<file path="src/pkg/batch_pkg.sv">
// Constants, register map and carrier types for the batch sequencer
package batch_pkg;
  localparam int DIGITS = 6;
  localparam int BCD_W = 4 * DIGITS;
  localparam int ADDR_W = 8;
  localparam int CLK_NS = 10;
  localparam int SEC_NS = 1_000_000_000;
  localparam int SEC_CYCLES = SEC_NS / CLK_NS;
  localparam int LABEL_NS = SEC_NS;
  localparam int LABEL_CYCLES = LABEL_NS / CLK_NS;
  localparam logic [12:0] SOFT_MAX_S = 13'h12bf;
  localparam logic [6:0] TMO_MAX_S = 7'h63;
  localparam logic [2:0] TOP_DIG = 3'(DIGITS - 1);
  localparam logic [BCD_W-1:0] QTY_RESET = 24'h00_0000;
  localparam logic [BCD_W-1:0] BCD_ZERO = 24'h00_0000;
  localparam logic [BCD_W-1:0] MAX_RESET = 24'h99_9999;
  localparam logic [ADDR_W-1:0] OFS_CTRL = 8'h00;
  localparam logic [ADDR_W-1:0] OFS_MAX = 8'h04;
  localparam logic [ADDR_W-1:0] OFS_PRESTOP = 8'h08;
  localparam logic [ADDR_W-1:0] OFS_SOFT = 8'h0c;
  localparam logic [ADDR_W-1:0] OFS_TMO = 8'h10;
  localparam logic [ADDR_W-1:0] OFS_STATUS = 8'h14;
  localparam logic [ADDR_W-1:0] OFS_QTY = 8'h18;
  localparam logic [ADDR_W-1:0] OFS_TOTAL = 8'h1c;
  localparam logic [ADDR_W-1:0] OFS_ACC = 8'h20;
  localparam int CTRL_DOWN = 0;
  localparam int CTRL_AUTO = 1;
  localparam logic [1:0] RESP_OKAY = 2'h0;
  localparam logic [1:0] RESP_SLVERR = 2'h2;

  typedef enum logic [2:0] {
    ST_IDLE = 3'h0, ST_RUN = 3'h1, ST_OVER = 3'h3, ST_DONE = 3'h2,
    ST_PAUSE = 3'h6, ST_ALARM = 3'h7, ST_ACK = 3'h5
  } state_t;

  typedef enum logic [2:0] {
    DM_TOTAL, DM_RATE_LBL, DM_RATE, DM_ACC_LBL, DM_ACC, DM_BATCH_LBL, DM_QTY, DM_SET_LBL
  } disp_t;

  typedef struct packed {
    logic down;
    logic auto_rst;
    logic [BCD_W-1:0] max_qty;
    logic [BCD_W-1:0] prestop;
    logic [12:0] soft_s;
    logic [6:0] tmo_s;
  } cfg_t;

  typedef struct packed {
    logic stop;
    logic run;
    logic set;
    logic disp;
  } keys_t;

  typedef struct packed {
    logic relay1;
    logic relay2;
    logic flow_alarm;
    logic end_of_batch;
  } ctl_t;

  typedef struct packed {
    logic run;
    logic stop;
    logic set;
  } leds_t;
endpackage : batch_pkg

</file>
<file path="src/verilog/batch_sequencer.sv">
// Batch sequencer: keys, relays, flow timeout and AXI4-Lite setup
`timescale 1ns/1ps
`default_nettype none
module batch_sequencer #(
  parameter int SEC_CYC = batch_pkg::SEC_CYCLES,
  parameter int LABEL_CYC = batch_pkg::LABEL_CYCLES
) (
  // Clock and reset
  input wire logic aclk,
  input wire logic aresetn,
  // AXI4-Lite write
  input wire logic [batch_pkg::ADDR_W-1:0] s_axi_awaddr,
  input wire logic s_axi_awvalid,
  output logic s_axi_awready,
  input wire logic [31:0] s_axi_wdata,
  input wire logic [3:0] s_axi_wstrb,
  input wire logic s_axi_wvalid,
  output logic s_axi_wready,
  output logic [1:0] s_axi_bresp,
  output logic s_axi_bvalid,
  input wire logic s_axi_bready,
  // AXI4-Lite read
  input wire logic [batch_pkg::ADDR_W-1:0] s_axi_araddr,
  input wire logic s_axi_arvalid,
  output logic s_axi_arready,
  output logic [31:0] s_axi_rdata,
  output logic [1:0] s_axi_rresp,
  output logic s_axi_rvalid,
  input wire logic s_axi_rready,
  // Front panel and flow pins
  input wire batch_pkg::keys_t keys_n,
  input wire logic flow_in,
  // Relays, alarm, end, indicators, display
  output batch_pkg::ctl_t ctl,
  output batch_pkg::leds_t leds,
  output batch_pkg::disp_t disp_mode,
  output logic [batch_pkg::BCD_W-1:0] disp_value,
  output logic [batch_pkg::DIGITS-1:0] flash_mask
);
  import batch_pkg::*;

  localparam int CW = $clog2(SEC_CYC + 1);
  localparam int LW = $clog2(LABEL_CYC + 1);

  cfg_t cfg;
  state_t state;
  disp_t dmode;
  keys_t ks1, ks2, ks3;
  logic fs1, fs2, fs3;
  logic k_stop, k_run, k_set, k_disp, pulse, run_k;
  logic [CW-1:0] sec_cnt;
  logic tick, blink;
  logic [LW-1:0] lbl_cnt;
  logic editing, viewing, qty_err, running;
  logic [2:0] dig;
  logic [BCD_W-1:0] qty, ebuf, total, remaining, acc;
  logic [12:0] soft_s;
  logic [7:0] idle_s;
  logic tmo_on, expired, in_prestop, soft_done;
  logic go_start, go_cont, go_abort;
  logic [ADDR_W-1:0] aw_a;
  logic [31:0] wd_q, wv;
  logic [3:0] ws_q;

  function automatic logic [BCD_W-1:0] bcd_step(input logic [BCD_W-1:0] v, input logic up);
    logic [BCD_W-1:0] r;
    logic c;
    logic [3:0] d;
    r = v;
    c = 1'b1;
    for (int i = 0; i < DIGITS; i++) begin
      d = v[4*i +: 4];
      if (c && up) begin
        c = (d == 4'h9);
        d = c ? 4'h0 : d + 4'h1;
      end else if (c) begin
        c = (d == 4'h0);
        d = c ? 4'h9 : d - 4'h1;
      end
      r[4*i +: 4] = d;
    end
    return r;
  endfunction : bcd_step

  function automatic logic [31:0] merge(input logic [31:0] old, input logic [31:0] d, input logic [3:0] s);
    logic [31:0] r;
    r = old;
    for (int b = 0; b < 4; b++) begin
      if (s[b]) r[8*b +: 8] = d[8*b +: 8];
    end
    return r;
  endfunction : merge

  function automatic logic [31:0] rd_word(input logic [ADDR_W-1:0] a);
    logic [31:0] r;
    r = '0;
    if (a == OFS_CTRL) begin
      r[CTRL_DOWN] = cfg.down;
      r[CTRL_AUTO] = cfg.auto_rst;
    end else if (a == OFS_MAX) r[BCD_W-1:0] = cfg.max_qty;
    else if (a == OFS_PRESTOP) r[BCD_W-1:0] = cfg.prestop;
    else if (a == OFS_SOFT) r[12:0] = cfg.soft_s;
    else if (a == OFS_TMO) r[6:0] = cfg.tmo_s;
    else if (a == OFS_STATUS) r[6:0] = {ctl.end_of_batch, qty_err, viewing, editing, state};
    else if (a == OFS_QTY) r[BCD_W-1:0] = qty;
    else if (a == OFS_TOTAL) r[BCD_W-1:0] = total;
    else if (a == OFS_ACC) r[BCD_W-1:0] = acc;
    return r;
  endfunction : rd_word

  function automatic logic mapped(input logic [ADDR_W-1:0] a);
    return a <= OFS_ACC && a[1:0] == 2'b00;
  endfunction : mapped

  // Pin synchronisers and press detection
  always_ff @(posedge aclk) begin
    if (!aresetn) begin
      ks1 <= '0;
      ks2 <= '0;
      ks3 <= '0;
      fs1 <= 1'b0;
      fs2 <= 1'b0;
      fs3 <= 1'b0;
    end else begin
      ks1 <= ~keys_n;
      ks2 <= ks1;
      ks3 <= ks2;
      fs1 <= flow_in;
      fs2 <= fs1;
      fs3 <= fs2;
    end
  end
  assign k_stop = ks2.stop & ~ks3.stop;
  assign k_run = ks2.run & ~ks3.run;
  assign k_set = ks2.set & ~ks3.set;
  assign k_disp = ks2.disp & ~ks3.disp;
  assign pulse = fs2 & ~fs3;

  // One second tick and blink
  always_ff @(posedge aclk) begin
    if (!aresetn) begin
      sec_cnt <= '0;
      tick <= 1'b0;
      blink <= 1'b0;
    end else begin
      tick <= (sec_cnt == CW'(SEC_CYC - 1));
      sec_cnt <= (sec_cnt == CW'(SEC_CYC - 1)) ? '0 : sec_cnt + 1'b1;
      if (tick) blink <= ~blink;
    end
  end

  // AXI4-Lite write channel and configuration
  always_comb wv = merge(rd_word(aw_a), wd_q, ws_q);
  always_ff @(posedge aclk) begin
    if (!aresetn) begin
      s_axi_awready <= 1'b1;
      s_axi_wready <= 1'b1;
      s_axi_bvalid <= 1'b0;
      s_axi_bresp <= RESP_OKAY;
      aw_a <= '0;
      wd_q <= '0;
      ws_q <= '0;
      cfg <= '{down: 1'b0, auto_rst: 1'b0, max_qty: MAX_RESET, prestop: BCD_ZERO, soft_s: '0, tmo_s: '0};
    end else begin
      if (s_axi_awvalid && s_axi_awready) begin
        aw_a <= {s_axi_awaddr[ADDR_W-1:2], 2'b00};
        s_axi_awready <= 1'b0;
      end
      if (s_axi_wvalid && s_axi_wready) begin
        wd_q <= s_axi_wdata;
        ws_q <= s_axi_wstrb;
        s_axi_wready <= 1'b0;
      end
      if (s_axi_bvalid && s_axi_bready) begin
        s_axi_bvalid <= 1'b0;
        s_axi_awready <= 1'b1;
        s_axi_wready <= 1'b1;
      end else if (!s_axi_awready && !s_axi_wready && !s_axi_bvalid) begin
        s_axi_bvalid <= 1'b1;
        s_axi_bresp <= mapped(aw_a) ? RESP_OKAY : RESP_SLVERR;
        if (aw_a == OFS_CTRL) begin
          cfg.down <= wv[CTRL_DOWN];
          cfg.auto_rst <= wv[CTRL_AUTO];
        end else if (aw_a == OFS_MAX) cfg.max_qty <= wv[BCD_W-1:0];
        else if (aw_a == OFS_PRESTOP) cfg.prestop <= wv[BCD_W-1:0];
        else if (aw_a == OFS_SOFT) cfg.soft_s <= (|wv[31:13] || wv[12:0] > SOFT_MAX_S) ? SOFT_MAX_S : wv[12:0];
        else if (aw_a == OFS_TMO) cfg.tmo_s <= (|wv[31:7] || wv[6:0] > TMO_MAX_S) ? TMO_MAX_S : wv[6:0];
      end
    end
  end

  // AXI4-Lite read channel
  always_ff @(posedge aclk) begin
    if (!aresetn) begin
      s_axi_arready <= 1'b1;
      s_axi_rvalid <= 1'b0;
      s_axi_rdata <= '0;
      s_axi_rresp <= RESP_OKAY;
    end else if (s_axi_rvalid && s_axi_rready) begin
      s_axi_rvalid <= 1'b0;
      s_axi_arready <= 1'b1;
    end else if (s_axi_arvalid && s_axi_arready) begin
      s_axi_arready <= 1'b0;
      s_axi_rvalid <= 1'b1;
      s_axi_rdata <= rd_word({s_axi_araddr[ADDR_W-1:2], 2'b00});
      s_axi_rresp <= mapped({s_axi_araddr[ADDR_W-1:2], 2'b00}) ? RESP_OKAY : RESP_SLVERR;
    end
  end

  // Quantity entry and display selection
  assign running = (state == ST_RUN) || (state == ST_OVER);
  always_ff @(posedge aclk) begin
    if (!aresetn) begin
      editing <= 1'b0;
      viewing <= 1'b0;
      qty_err <= 1'b0;
      dig <= TOP_DIG;
      ebuf <= BCD_ZERO;
      qty <= QTY_RESET;
      dmode <= DM_TOTAL;
      lbl_cnt <= '0;
    end else begin
      if (viewing && !running) viewing <= 1'b0;
      if (lbl_cnt != '0) lbl_cnt <= lbl_cnt - 1'b1;
      if (lbl_cnt == LW'(1)) begin
        case (dmode)
          DM_BATCH_LBL: dmode <= DM_QTY;
          DM_RATE_LBL: dmode <= DM_RATE;
          DM_ACC_LBL: dmode <= DM_ACC;
          DM_SET_LBL: dmode <= DM_TOTAL;
          default: dmode <= dmode;
        endcase
      end
      if (k_set) begin
        if (editing && ebuf > cfg.max_qty) begin
          qty_err <= 1'b1;
        end else if (editing) begin
          qty <= ebuf;
          editing <= 1'b0;
          qty_err <= 1'b0;
          dmode <= DM_SET_LBL;
          lbl_cnt <= LW'(LABEL_CYC);
        end else if (viewing) begin
          viewing <= 1'b0;
          dmode <= DM_TOTAL;
        end else begin
          editing <= !running;
          viewing <= running;
          ebuf <= qty;
          dig <= TOP_DIG;
          dmode <= DM_BATCH_LBL;
          lbl_cnt <= LW'(LABEL_CYC);
        end
      end else if (editing && k_disp) begin
        ebuf[4*dig +: 4] <= (ebuf[4*dig +: 4] == 4'h9) ? 4'h0 : ebuf[4*dig +: 4] + 4'h1;
      end else if (editing && k_run) begin
        dig <= (dig == 3'h0) ? TOP_DIG : dig - 3'h1;
      end else if (!editing && !viewing && k_disp) begin
        lbl_cnt <= LW'(LABEL_CYC);
        case (dmode)
          DM_TOTAL: dmode <= DM_RATE_LBL;
          DM_RATE_LBL, DM_RATE: dmode <= DM_ACC_LBL;
          default: begin
            dmode <= DM_TOTAL;
            lbl_cnt <= '0;
          end
        endcase
      end
    end
  end

  // Batch conditions
  assign run_k = k_run && !editing;
  assign tmo_on = cfg.tmo_s != '0;
  assign expired = tmo_on && idle_s > {1'b0, cfg.tmo_s};
  assign in_prestop = remaining <= cfg.prestop;
  assign soft_done = soft_s >= cfg.soft_s;
  assign go_start = run_k && (state == ST_IDLE || (state == ST_DONE && cfg.auto_rst));
  assign go_cont = run_k && (state == ST_PAUSE || state == ST_ACK);
  assign go_abort = k_stop && (state == ST_PAUSE || state == ST_ACK || state == ST_DONE);

  // Batch state machine
  always_ff @(posedge aclk) begin
    if (!aresetn) begin
      state <= ST_IDLE;
    end else begin
      case (state)
        ST_IDLE: if (go_start) state <= ST_RUN;
        ST_RUN: begin
          if (k_stop) state <= ST_PAUSE;
          else if (expired) state <= ST_ALARM;
          else if (remaining == BCD_ZERO) state <= tmo_on ? ST_OVER : ST_DONE;
        end
        ST_OVER: if (expired) state <= ST_DONE;
        ST_PAUSE: begin
          if (go_abort) state <= ST_IDLE;
          else if (go_cont) state <= ST_RUN;
        end
        ST_ALARM: if (k_stop) state <= ST_ACK;
        ST_ACK: begin
          if (go_abort) state <= ST_IDLE;
          else if (go_cont) state <= ST_RUN;
        end
        ST_DONE: begin
          if (go_abort) state <= ST_IDLE;
          else if (go_start) state <= ST_RUN;
        end
        default: state <= ST_IDLE;
      endcase
    end
  end

  // Totals and timers
  always_ff @(posedge aclk) begin
    if (!aresetn) begin
      total <= BCD_ZERO;
      remaining <= BCD_ZERO;
      acc <= BCD_ZERO;
      soft_s <= '0;
      idle_s <= '0;
    end else begin
      if (pulse) acc <= bcd_step(acc, 1'b1);
      if (pulse || go_start || go_cont) idle_s <= '0;
      else if (tick && idle_s != 8'hff) idle_s <= idle_s + 8'h01;
      if (go_start || go_abort) begin
        remaining <= qty;
        total <= cfg.down ? qty : BCD_ZERO;
      end else if (pulse && state != ST_IDLE && state != ST_DONE) begin
        if (remaining != BCD_ZERO) remaining <= bcd_step(remaining, 1'b0);
        if (!cfg.down) total <= bcd_step(total, 1'b1);
        else if (total != BCD_ZERO) total <= bcd_step(total, 1'b0);
      end
      if (go_start || (go_cont && !in_prestop)) soft_s <= '0;
      else if (tick && state == ST_RUN && !soft_done) soft_s <= soft_s + 13'h0001;
    end
  end

  // Registered outputs
  always_ff @(posedge aclk) begin
    if (!aresetn) begin
      ctl <= '0;
      leds <= '0;
      disp_mode <= DM_TOTAL;
      disp_value <= BCD_ZERO;
      flash_mask <= '0;
    end else begin
      ctl.relay1 <= state == ST_RUN;
      ctl.relay2 <= state == ST_RUN && soft_done && !in_prestop;
      ctl.flow_alarm <= state == ST_ALARM;
      ctl.end_of_batch <= state == ST_DONE;
      leds.run <= running;
      leds.stop <= (state == ST_PAUSE || state == ST_ALARM) && blink;
      leds.set <= editing;
      disp_mode <= dmode;
      if (dmode == DM_QTY) disp_value <= editing ? ebuf : qty;
      else if (dmode == DM_ACC) disp_value <= acc;
      else if (dmode == DM_TOTAL) disp_value <= total;
      else disp_value <= BCD_ZERO;
      if (dmode == DM_QTY && editing) flash_mask <= {{(DIGITS-1){1'b0}}, 1'b1} << dig;
      else if (dmode == DM_QTY && viewing) flash_mask <= {DIGITS{1'b1}};
      else flash_mask <= '0;
    end
  end
endmodule : batch_sequencer
`default_nettype wire

</file>
<file path="config.mk">
export PLATFORM = sky130hd
export DESIGN_NAME = batch_sequencer
export DESIGN_NICKNAME = d
export VERILOG_FILES = /design/src/pkg/batch_pkg.sv /design/src/verilog/batch_sequencer.sv
export SDC_FILE = /design/constraint.sdc
export NUM_CORES = 1
export LEC_CHECK = 0
export ABC_AREA = 1
export ABC_CLOCK_PERIOD_IN_PS = 2500
export BUFFER_PORTS_ARGS = -buffer_cell sky130_fd_sc_hd__clkbuf_2
export CAP_MARGIN = 15
export CORE_MARGIN = 1
export CORE_UTILIZATION = 40
export CTS_CLUSTER_DIAMETER = 200
export DETAILED_ROUTE_END_ITERATION = 10
export GPL_TIMING_DRIVEN = 0
export HOLD_SLACK_MARGIN = 0.15
export PLACE_DENSITY = 0.58
export SLEW_MARGIN = 0
export SYNTH_ARGS = -nofsm -noshare
export SYNTH_HDL_FRONTEND = slang
export SYNTH_SLANG_ARGS = --single-unit
</file>
<file path="constraint.sdc">
create_clock -name aclk -period 2.5 [get_ports aclk]
set_input_delay 0 -clock aclk [delete_from_list [all_inputs] [get_ports aclk]]
set_output_delay 0 -clock aclk [all_outputs]
set_load 0.05 [all_outputs]
</file>
==> results.yml, run 1 <==
sta:
  setup_viol: 0
  worst_pin_slew_ns: 1.22
  fmax_ghz: 0.400
  slew_headroom_pct: 18.7
  hold_ws_ns: 0.179
  finalClockSkew_ns: 0.0188
  layout_min_cycle_time_ns: 2.50
  finalHoldViolCount: 0
  period_share_pct: 99.9
  rsz0062_at_grt: "true"
  slew_viol_final: 0
  fin_ws_ns: 0.00142
die:
  die_x_um: 241
  core_area_um2: 56500
  fp-row-count: 87
  die_h_um: 241
  dieArea_um2: 58300
  io_pins: 145
  initial_core_util_pct: 40.6
cts:
  cts_tree: "built"
  clock_latency_ns: 0.61
  clockBufferDepth: 3
  cts_htree_levels: 2
  cts.sinks: 407
  numCtsBuffers: 47
  clk_pin_slew_ns: 0.06
  root_buffer: "clkbuf_16"
finish:
  num-nets-final: 3955
  syn_to_final_growth_pct: 27.2
  fillers: 5643
  antenna_cells: 0
  layout-drive-gt1-share_pct: 15.1
pwr:
  clkPwrFrac_pct: 42.0
  p_sw_w: 0.00579
  p_comb_share_pct: 19.9
  power_w: 0.0186
  leakagePower_nw: 12.3
  p_per_area_nw_per_um2: 638
  swShare_pct: 31.1
  power_frac_seq_pct: 38.1
  power.internal_w: 0.0128
  peakVddDrop_mv: 0.545
drt:
  via_per_inst: 5.65
  drtIter0Drc: 3125
  wirelength_mm: 99.5
  num_vias: 25970
  drc: 0
  firstDrtPassIters: 6
  routedWlPerCell_um: 21.7
  ant_nets: 0
worst_setup_path:
  cp.required_ns: 3.00
  worstSetupPathType: "register to register"
  cp_data_arrival_time_ns: 3.00
  ff2ff_path_depth: 13
  worstSetupEndpointType: "register"
  reg2reg_slack_ns: 0.001
  r2r_start: "aw_a[7]"
  reg2reg_to: "cfg[0]"
  startpoint: "aw_a[7]"
  worstSetupStartpointType: "register"
  cp_max_fo: 10
global_route:
  grt_pass1_wl_mm: 143
  grt_max_degree: 14
  grt_pass1_vias: 22954
  overflow: 0
  antenna_found_initial: 2
  grt_usage_pct: 33.1
logic_synthesis:
  ys.flop_type: "dfxtp_1"
  ys_top_cells_by_area: "dfxtp_1 (36%), nand2_1 (9.6%), o21ai_0 (8.6%)"
  syn_area_um2: 22900
  async_flop_share_pct: 0
  synth_top_area_share_pct: 35.5
  synth_area_per_cell_um2: 6.65
  synth.largest_area_cell: "dfxtp_1"
  synth_enable_flop_cells: 0
  synth_cell_types: 57
  seq_area_frac_synth_pct: 35.5
  netlist_instances: 3447
  yosys_warnings: 0
  synth-seq-cells: 407
hold_path:
  worstHoldStart: "aresetn"
  hold_depth: 5
  min_to: "soft_s[10]"
  hold_path_class: "input port to register"
placement:
  pre_cts_ws_ns: -0.657
  place_congestion: 1.06
  io_buffers: 130
  dp_hpwl_mm: 75.7
run:
  cap_violations: 0
status:
  status: "finished clean"
==> final cells by class <==
cell class	count	area, µm²	share of cell area (%)
repair buffers	301	2270	7.77
well taps	756	946	3.24
inverters	452	1740	5.97
clock inverters	19	369	1.27
plain buffers	148	830	2.84
clock buffers	65	1340	4.61
multi-input cells	2448	13500	46.3
flip-flops and latches	407	8180	28.0
==> cell usage in the layout, fill, tap and decap left out, types with 55 or more instances in the layout <==
master,n
nand2_1,503
inv_1,429
nor2_1,417
dfxtp_1,388
o21ai_0,383
a21oi_1,349
clkbuf_2,140
dlygate4sd3_1,106
nand4_1,87
clkbuf_1,85
ha_1,82
nand3_1,77
buf_4,73
nand2_2,60
o22ai_1,56
nor3_1,55
==> metrics by stage <==
step / std cells / util, % / setup TNS, ns / area (µm²)
finish: 4596 / 51.6 / 0 / 29200
global route: 4596 / 51.6 / -0.726 / 29200
global placement: 4342 / 43.5 / -68.80 / 24600
detailed placement: 4342 / 43.5 / -65.52 / 24600
CTS: 4539 / 49.3 / 0 / 27800
floorplan: 3456 / - / 0 / 23000
==> routing by layer <==
layer  vias up  global-route usage (%)  wire length [µm]
li1      12237                       -                 -
met1     11988                    44.6             41200
met2      1459                    49.5             41600
met3       284                    6.80             10800
met4         2                    17.6              5960
met5         -                       0                11
==> sequential cells by signal, indices dropped and copies added (netlist names), 13 cells and up <==
register / count
total: 24
ebuf: 24
soft_s: 13
s_axi_rdata: 24
sec_cnt: 27
remaining: 24
qty: 24
cfg: 70
disp_value: 24
lbl_cnt: 27
wd_q: 32
acc: 24
==> power by group through the flow <==
stage | registers, W | logic [W] | clock network [W]
after floorplan | 0.00719 | 0.00208 | 0
after global placement | 0.00721 | 0.00305 | 0
after detailed placement | 0.00721 | 0.00306 | 0
after CTS | 0.00707 | 0.00332 | 0.00789
after global routing | 0.00712 | 0.00404 | 0.00812
final | 0.00709 | 0.00371 | 0.00782
==> cells in the mapped netlist (all sizes together) (2+ instances only) <==
cell type	n
dfxtp	407
clkinv	6
a22oi	3
o2111ai	7
a21oi	357
xor2	32
nand4	87
nor4	15
nor3b	11
nor2	472
a221oi	6
o41ai	5
o211ai	43
or2	5
o221ai	12
and3	2
a31oi	15
o22ai	57
nor3	64
a211oi	16
a21boi	4
o21ai	401
clkbuf	103
nand3	107
nand3b	5
inv	446
buf	46
o31ai	3
o21a	14
ha	86
xnor2	10
o21bai	2
nand2	589
==> worst max-delay path: stages, from the launching register on <==
cell      delay (ns)
dfxtp_2         0.35
nor2_4          0.05
buf_12          0.14
nand3_4         0.16
buf_4           0.25
nand3_1         0.23
a21oi_2         0.27
nand4_1         0.17
a21boi_4        0.25
nand3_1         0.09
nand2_1         0.15
nand2_2         0.09
o21ai_2         0.13
inv_1           0.04
==> cell families after synthesis <==
group,after synthesis,share of synthesized area (%)
simple gates,1360,25.3
compound gates,950,22.6
buf+inv,601,10.2
flops,407,35.5
fa+ha+maj,86,4.69
xor+xnor,42,1.60
other cells,1,0.0164
==> worst max-delay path by stage <==
stage                     to  slack (ns)
CTS                  ebuf[0]      0.0006
global placement      cfg[1]       -0.67
finish                cfg[0]       0.001
global route          cfg[0]        -0.1
detailed placement    cfg[1]       -0.66
floorplan           ebuf[16]        0.22
==> timing repair <==
item	in CTS	in global routing
hold endpoints to repair	72	0
pin swaps	20	87
setup endpoints to repair	208	201
setup buffers	6	53
resized for setup	148	282
cloned	0	5
hold buffers	107	0
(Power assumes the default switching activity.)
==> run 2: changes to the inputs <==
- CORE_UTILIZATION: 40 -> 35
- PLACE_DENSITY: 0.58 -> 0.53
==> run 2 against run 1 <==
Compared with the run above:
- utilization fell by 6.2 points
- worst setup slack better by 0.0065 ns
- count of clock-buffer cells in the layout down 2
- fmax rose by 0.26%
- critical path depth fell by 2
- wire length increased by 1.1%
- die area rose by 14%
==> results.yml, run 2 (synthesis results as in run 1) <==
die:
  dieArea_um2: 66600
  io_pins: 145
  die_h_um: 258
  fp-row-count: 93
  core_area_um2: 64600
  die_x_um: 258
  initial_core_util_pct: 35.5
finish:
  final_cell_mix: "nand2_1 (507), inv_1 (429), nor2_1 (409)"
  largest_register_ffs: 70
  fillers: 6828
  antenna_cells: 0
  layout-drive-gt1-share_pct: 15.4
  final_util_pct: 45.4
  final_common_cell: "nand2_1"
  instances_no_fill: 4697
  multiInputGateArea_um2: 13400
  top_register: "cfg"
  syn_to_final_growth_pct: 28.0
  num-nets-final: 3952
  top_regs: "cfg: 70 flops, wd_q: 32 flops"
  regArea_um2: 8170
sta:
  rsz0062_at_grt: "true"
  setup_tns_ns: 0
  worst_pin_slew_ns: 1.27
  layout_min_cycle_time_ns: 2.49
  finalClockSkew_ns: 0.0265
  setup_viol: 0
  slew_headroom_pct: 15.5
  fin_ws_ns: 0.00792
  slew_viol_final: 0
  period_share_pct: 99.7
  finalHoldViolCount: 0
  hold_ws_ns: 0.193
  fmax_ghz: 0.401
worst_setup_path:
  worstSetupPathType: "register to register"
  cp.required_ns: 3.03
  crit_buf_inv: 4
  worstSetupStartpointType: "register"
  crit_slowest_cell: "nor2_1"
  cp_max_fo: 5
  worstSetupEndpointType: "register"
  crit_path_max_incr_delay_ns: 0.45
  cp_data_arrival_time_ns: 3.02
  path_cells: "inv_1 > nor2_4 > inv_2 > buf_4 > nor2_1 > nand2_1 > inv_2 > nand2_1 > nor3_1 > o21ai_0 > a31oi_1"
  cpLargestDelayFamily: "simple AND/OR/NAND/NOR gates"
drt:
  drtIter0Drc: 2750
  ant_nets: 0
  routedWlPerCell_um: 21.4
  firstDrtPassIters: 8
  num_vias: 25477
  via_per_inst: 5.42
  drc: 0
  wirelength_mm: 101
pwr:
  leakagePower_nw: 12.3
  power.internal_w: 0.0131
  clkPwrFrac_pct: 43.2
  p_comb_share_pct: 19.6
  swShare_pct: 31.2
  peakVddDrop_mv: 0.559
  p_sw_w: 0.00593
  power_frac_seq_pct: 37.2
  p_per_area_nw_per_um2: 648
placement:
  place_congestion: 1.02
  dp_hpwl_mm: 78.0
  placed_cells: 4442
  pre_cts_ws_ns: -0.864
  io_buffers: 130
global_route:
  grt_pass1_vias: 23212
  grt_usage_pct: 29.2
  antenna_found_initial: 1
  grt_max_degree: 14
  grt_pass1_wl_mm: 147
  overflow: 0
cts:
  numCtsBuffers: 49
  clock_latency_ns: 0.62
  clk_pin_slew_ns: 0.07
  cts_tree: "built"
  cts_htree_levels: 2
  cts.sinks: 407
  root_buffer: "clkbuf_16"
  clockBufferDepth: 3
hold_path:
  hold_path_class: "input port to register"
status:
  status: "finished clean"
run:
  cap_violations: 0
run 2: routing by layer:
layer  vias to the layer above  wire, µm  global-route usage (%)
met3                       235     10200                    6.45
li1                      12229         -                       -
met5                         -         0                       0
met1                     11809     43500                    39.9
met4                         0      5010                    13.2
met2                      1204     41900                    43.7
run 2: tightest hold or removal path, delay by kind of cell:
kind	cells	cell delay, ns
buffers and inverters	2	0.61
AO/OA/AOI/OAI	1	0.07
AND/OR/NAND/NOR	1	0.07
run 2: final timing paths:
check / depth (start not counted) / from / slack (ns) / end
min: 4 / s_axi_wstrb[3] / 0.19 / ws_q[3]
max reg2reg: 11 / fs2 / 0.008 / remaining[23]
min reg2reg: 2 / ks1[3] / 0.41 / ks2[3]
max: 11 / fs2 / 0.008 / remaining[23]
run 2: stage by stage:
step	power [W]	area, µm²
4_1_cts	0.0188	28100
3_3_place_gp	0.0103	24700
2_1_floorplan	0.00927	23000
5_1_grt	0.0197	29300
6_report	0.0190	29300
3_5_place_dp	0.0103	24700
run 2: cell type report:
type                    count  area share (%)
plain buffers             149            2.82
clock buffers              63            4.70
clock inverters            28            1.55
inverters                 452            5.91
multi-input cells        2448            45.8
flip-flops and latches    407            27.9
well taps                 855            3.64
repair buffers            295            7.73
run 2: repair_timing:
action | in CTS | in global routing
pin swaps | 20 | 72
gates resized for setup | 145 | 266
hold buffers | 105 | 0
setup buffers | 12 | 41
endpoints found under the setup margin | 212 | 207
gates cloned | 0 | 6
hold endpoints to repair | 71 | 0
run 2: power groups by stage:
stage               Combinational [W]  Sequential, W  Clock [W]
floorplan                     0.00208        0.00719          0
global placement              0.00308        0.00720          0
detailed placement            0.00308        0.00721          0
CTS                           0.00338        0.00707    0.00834
global route                  0.00405        0.00712    0.00858
finish                        0.00373        0.00709    0.00822
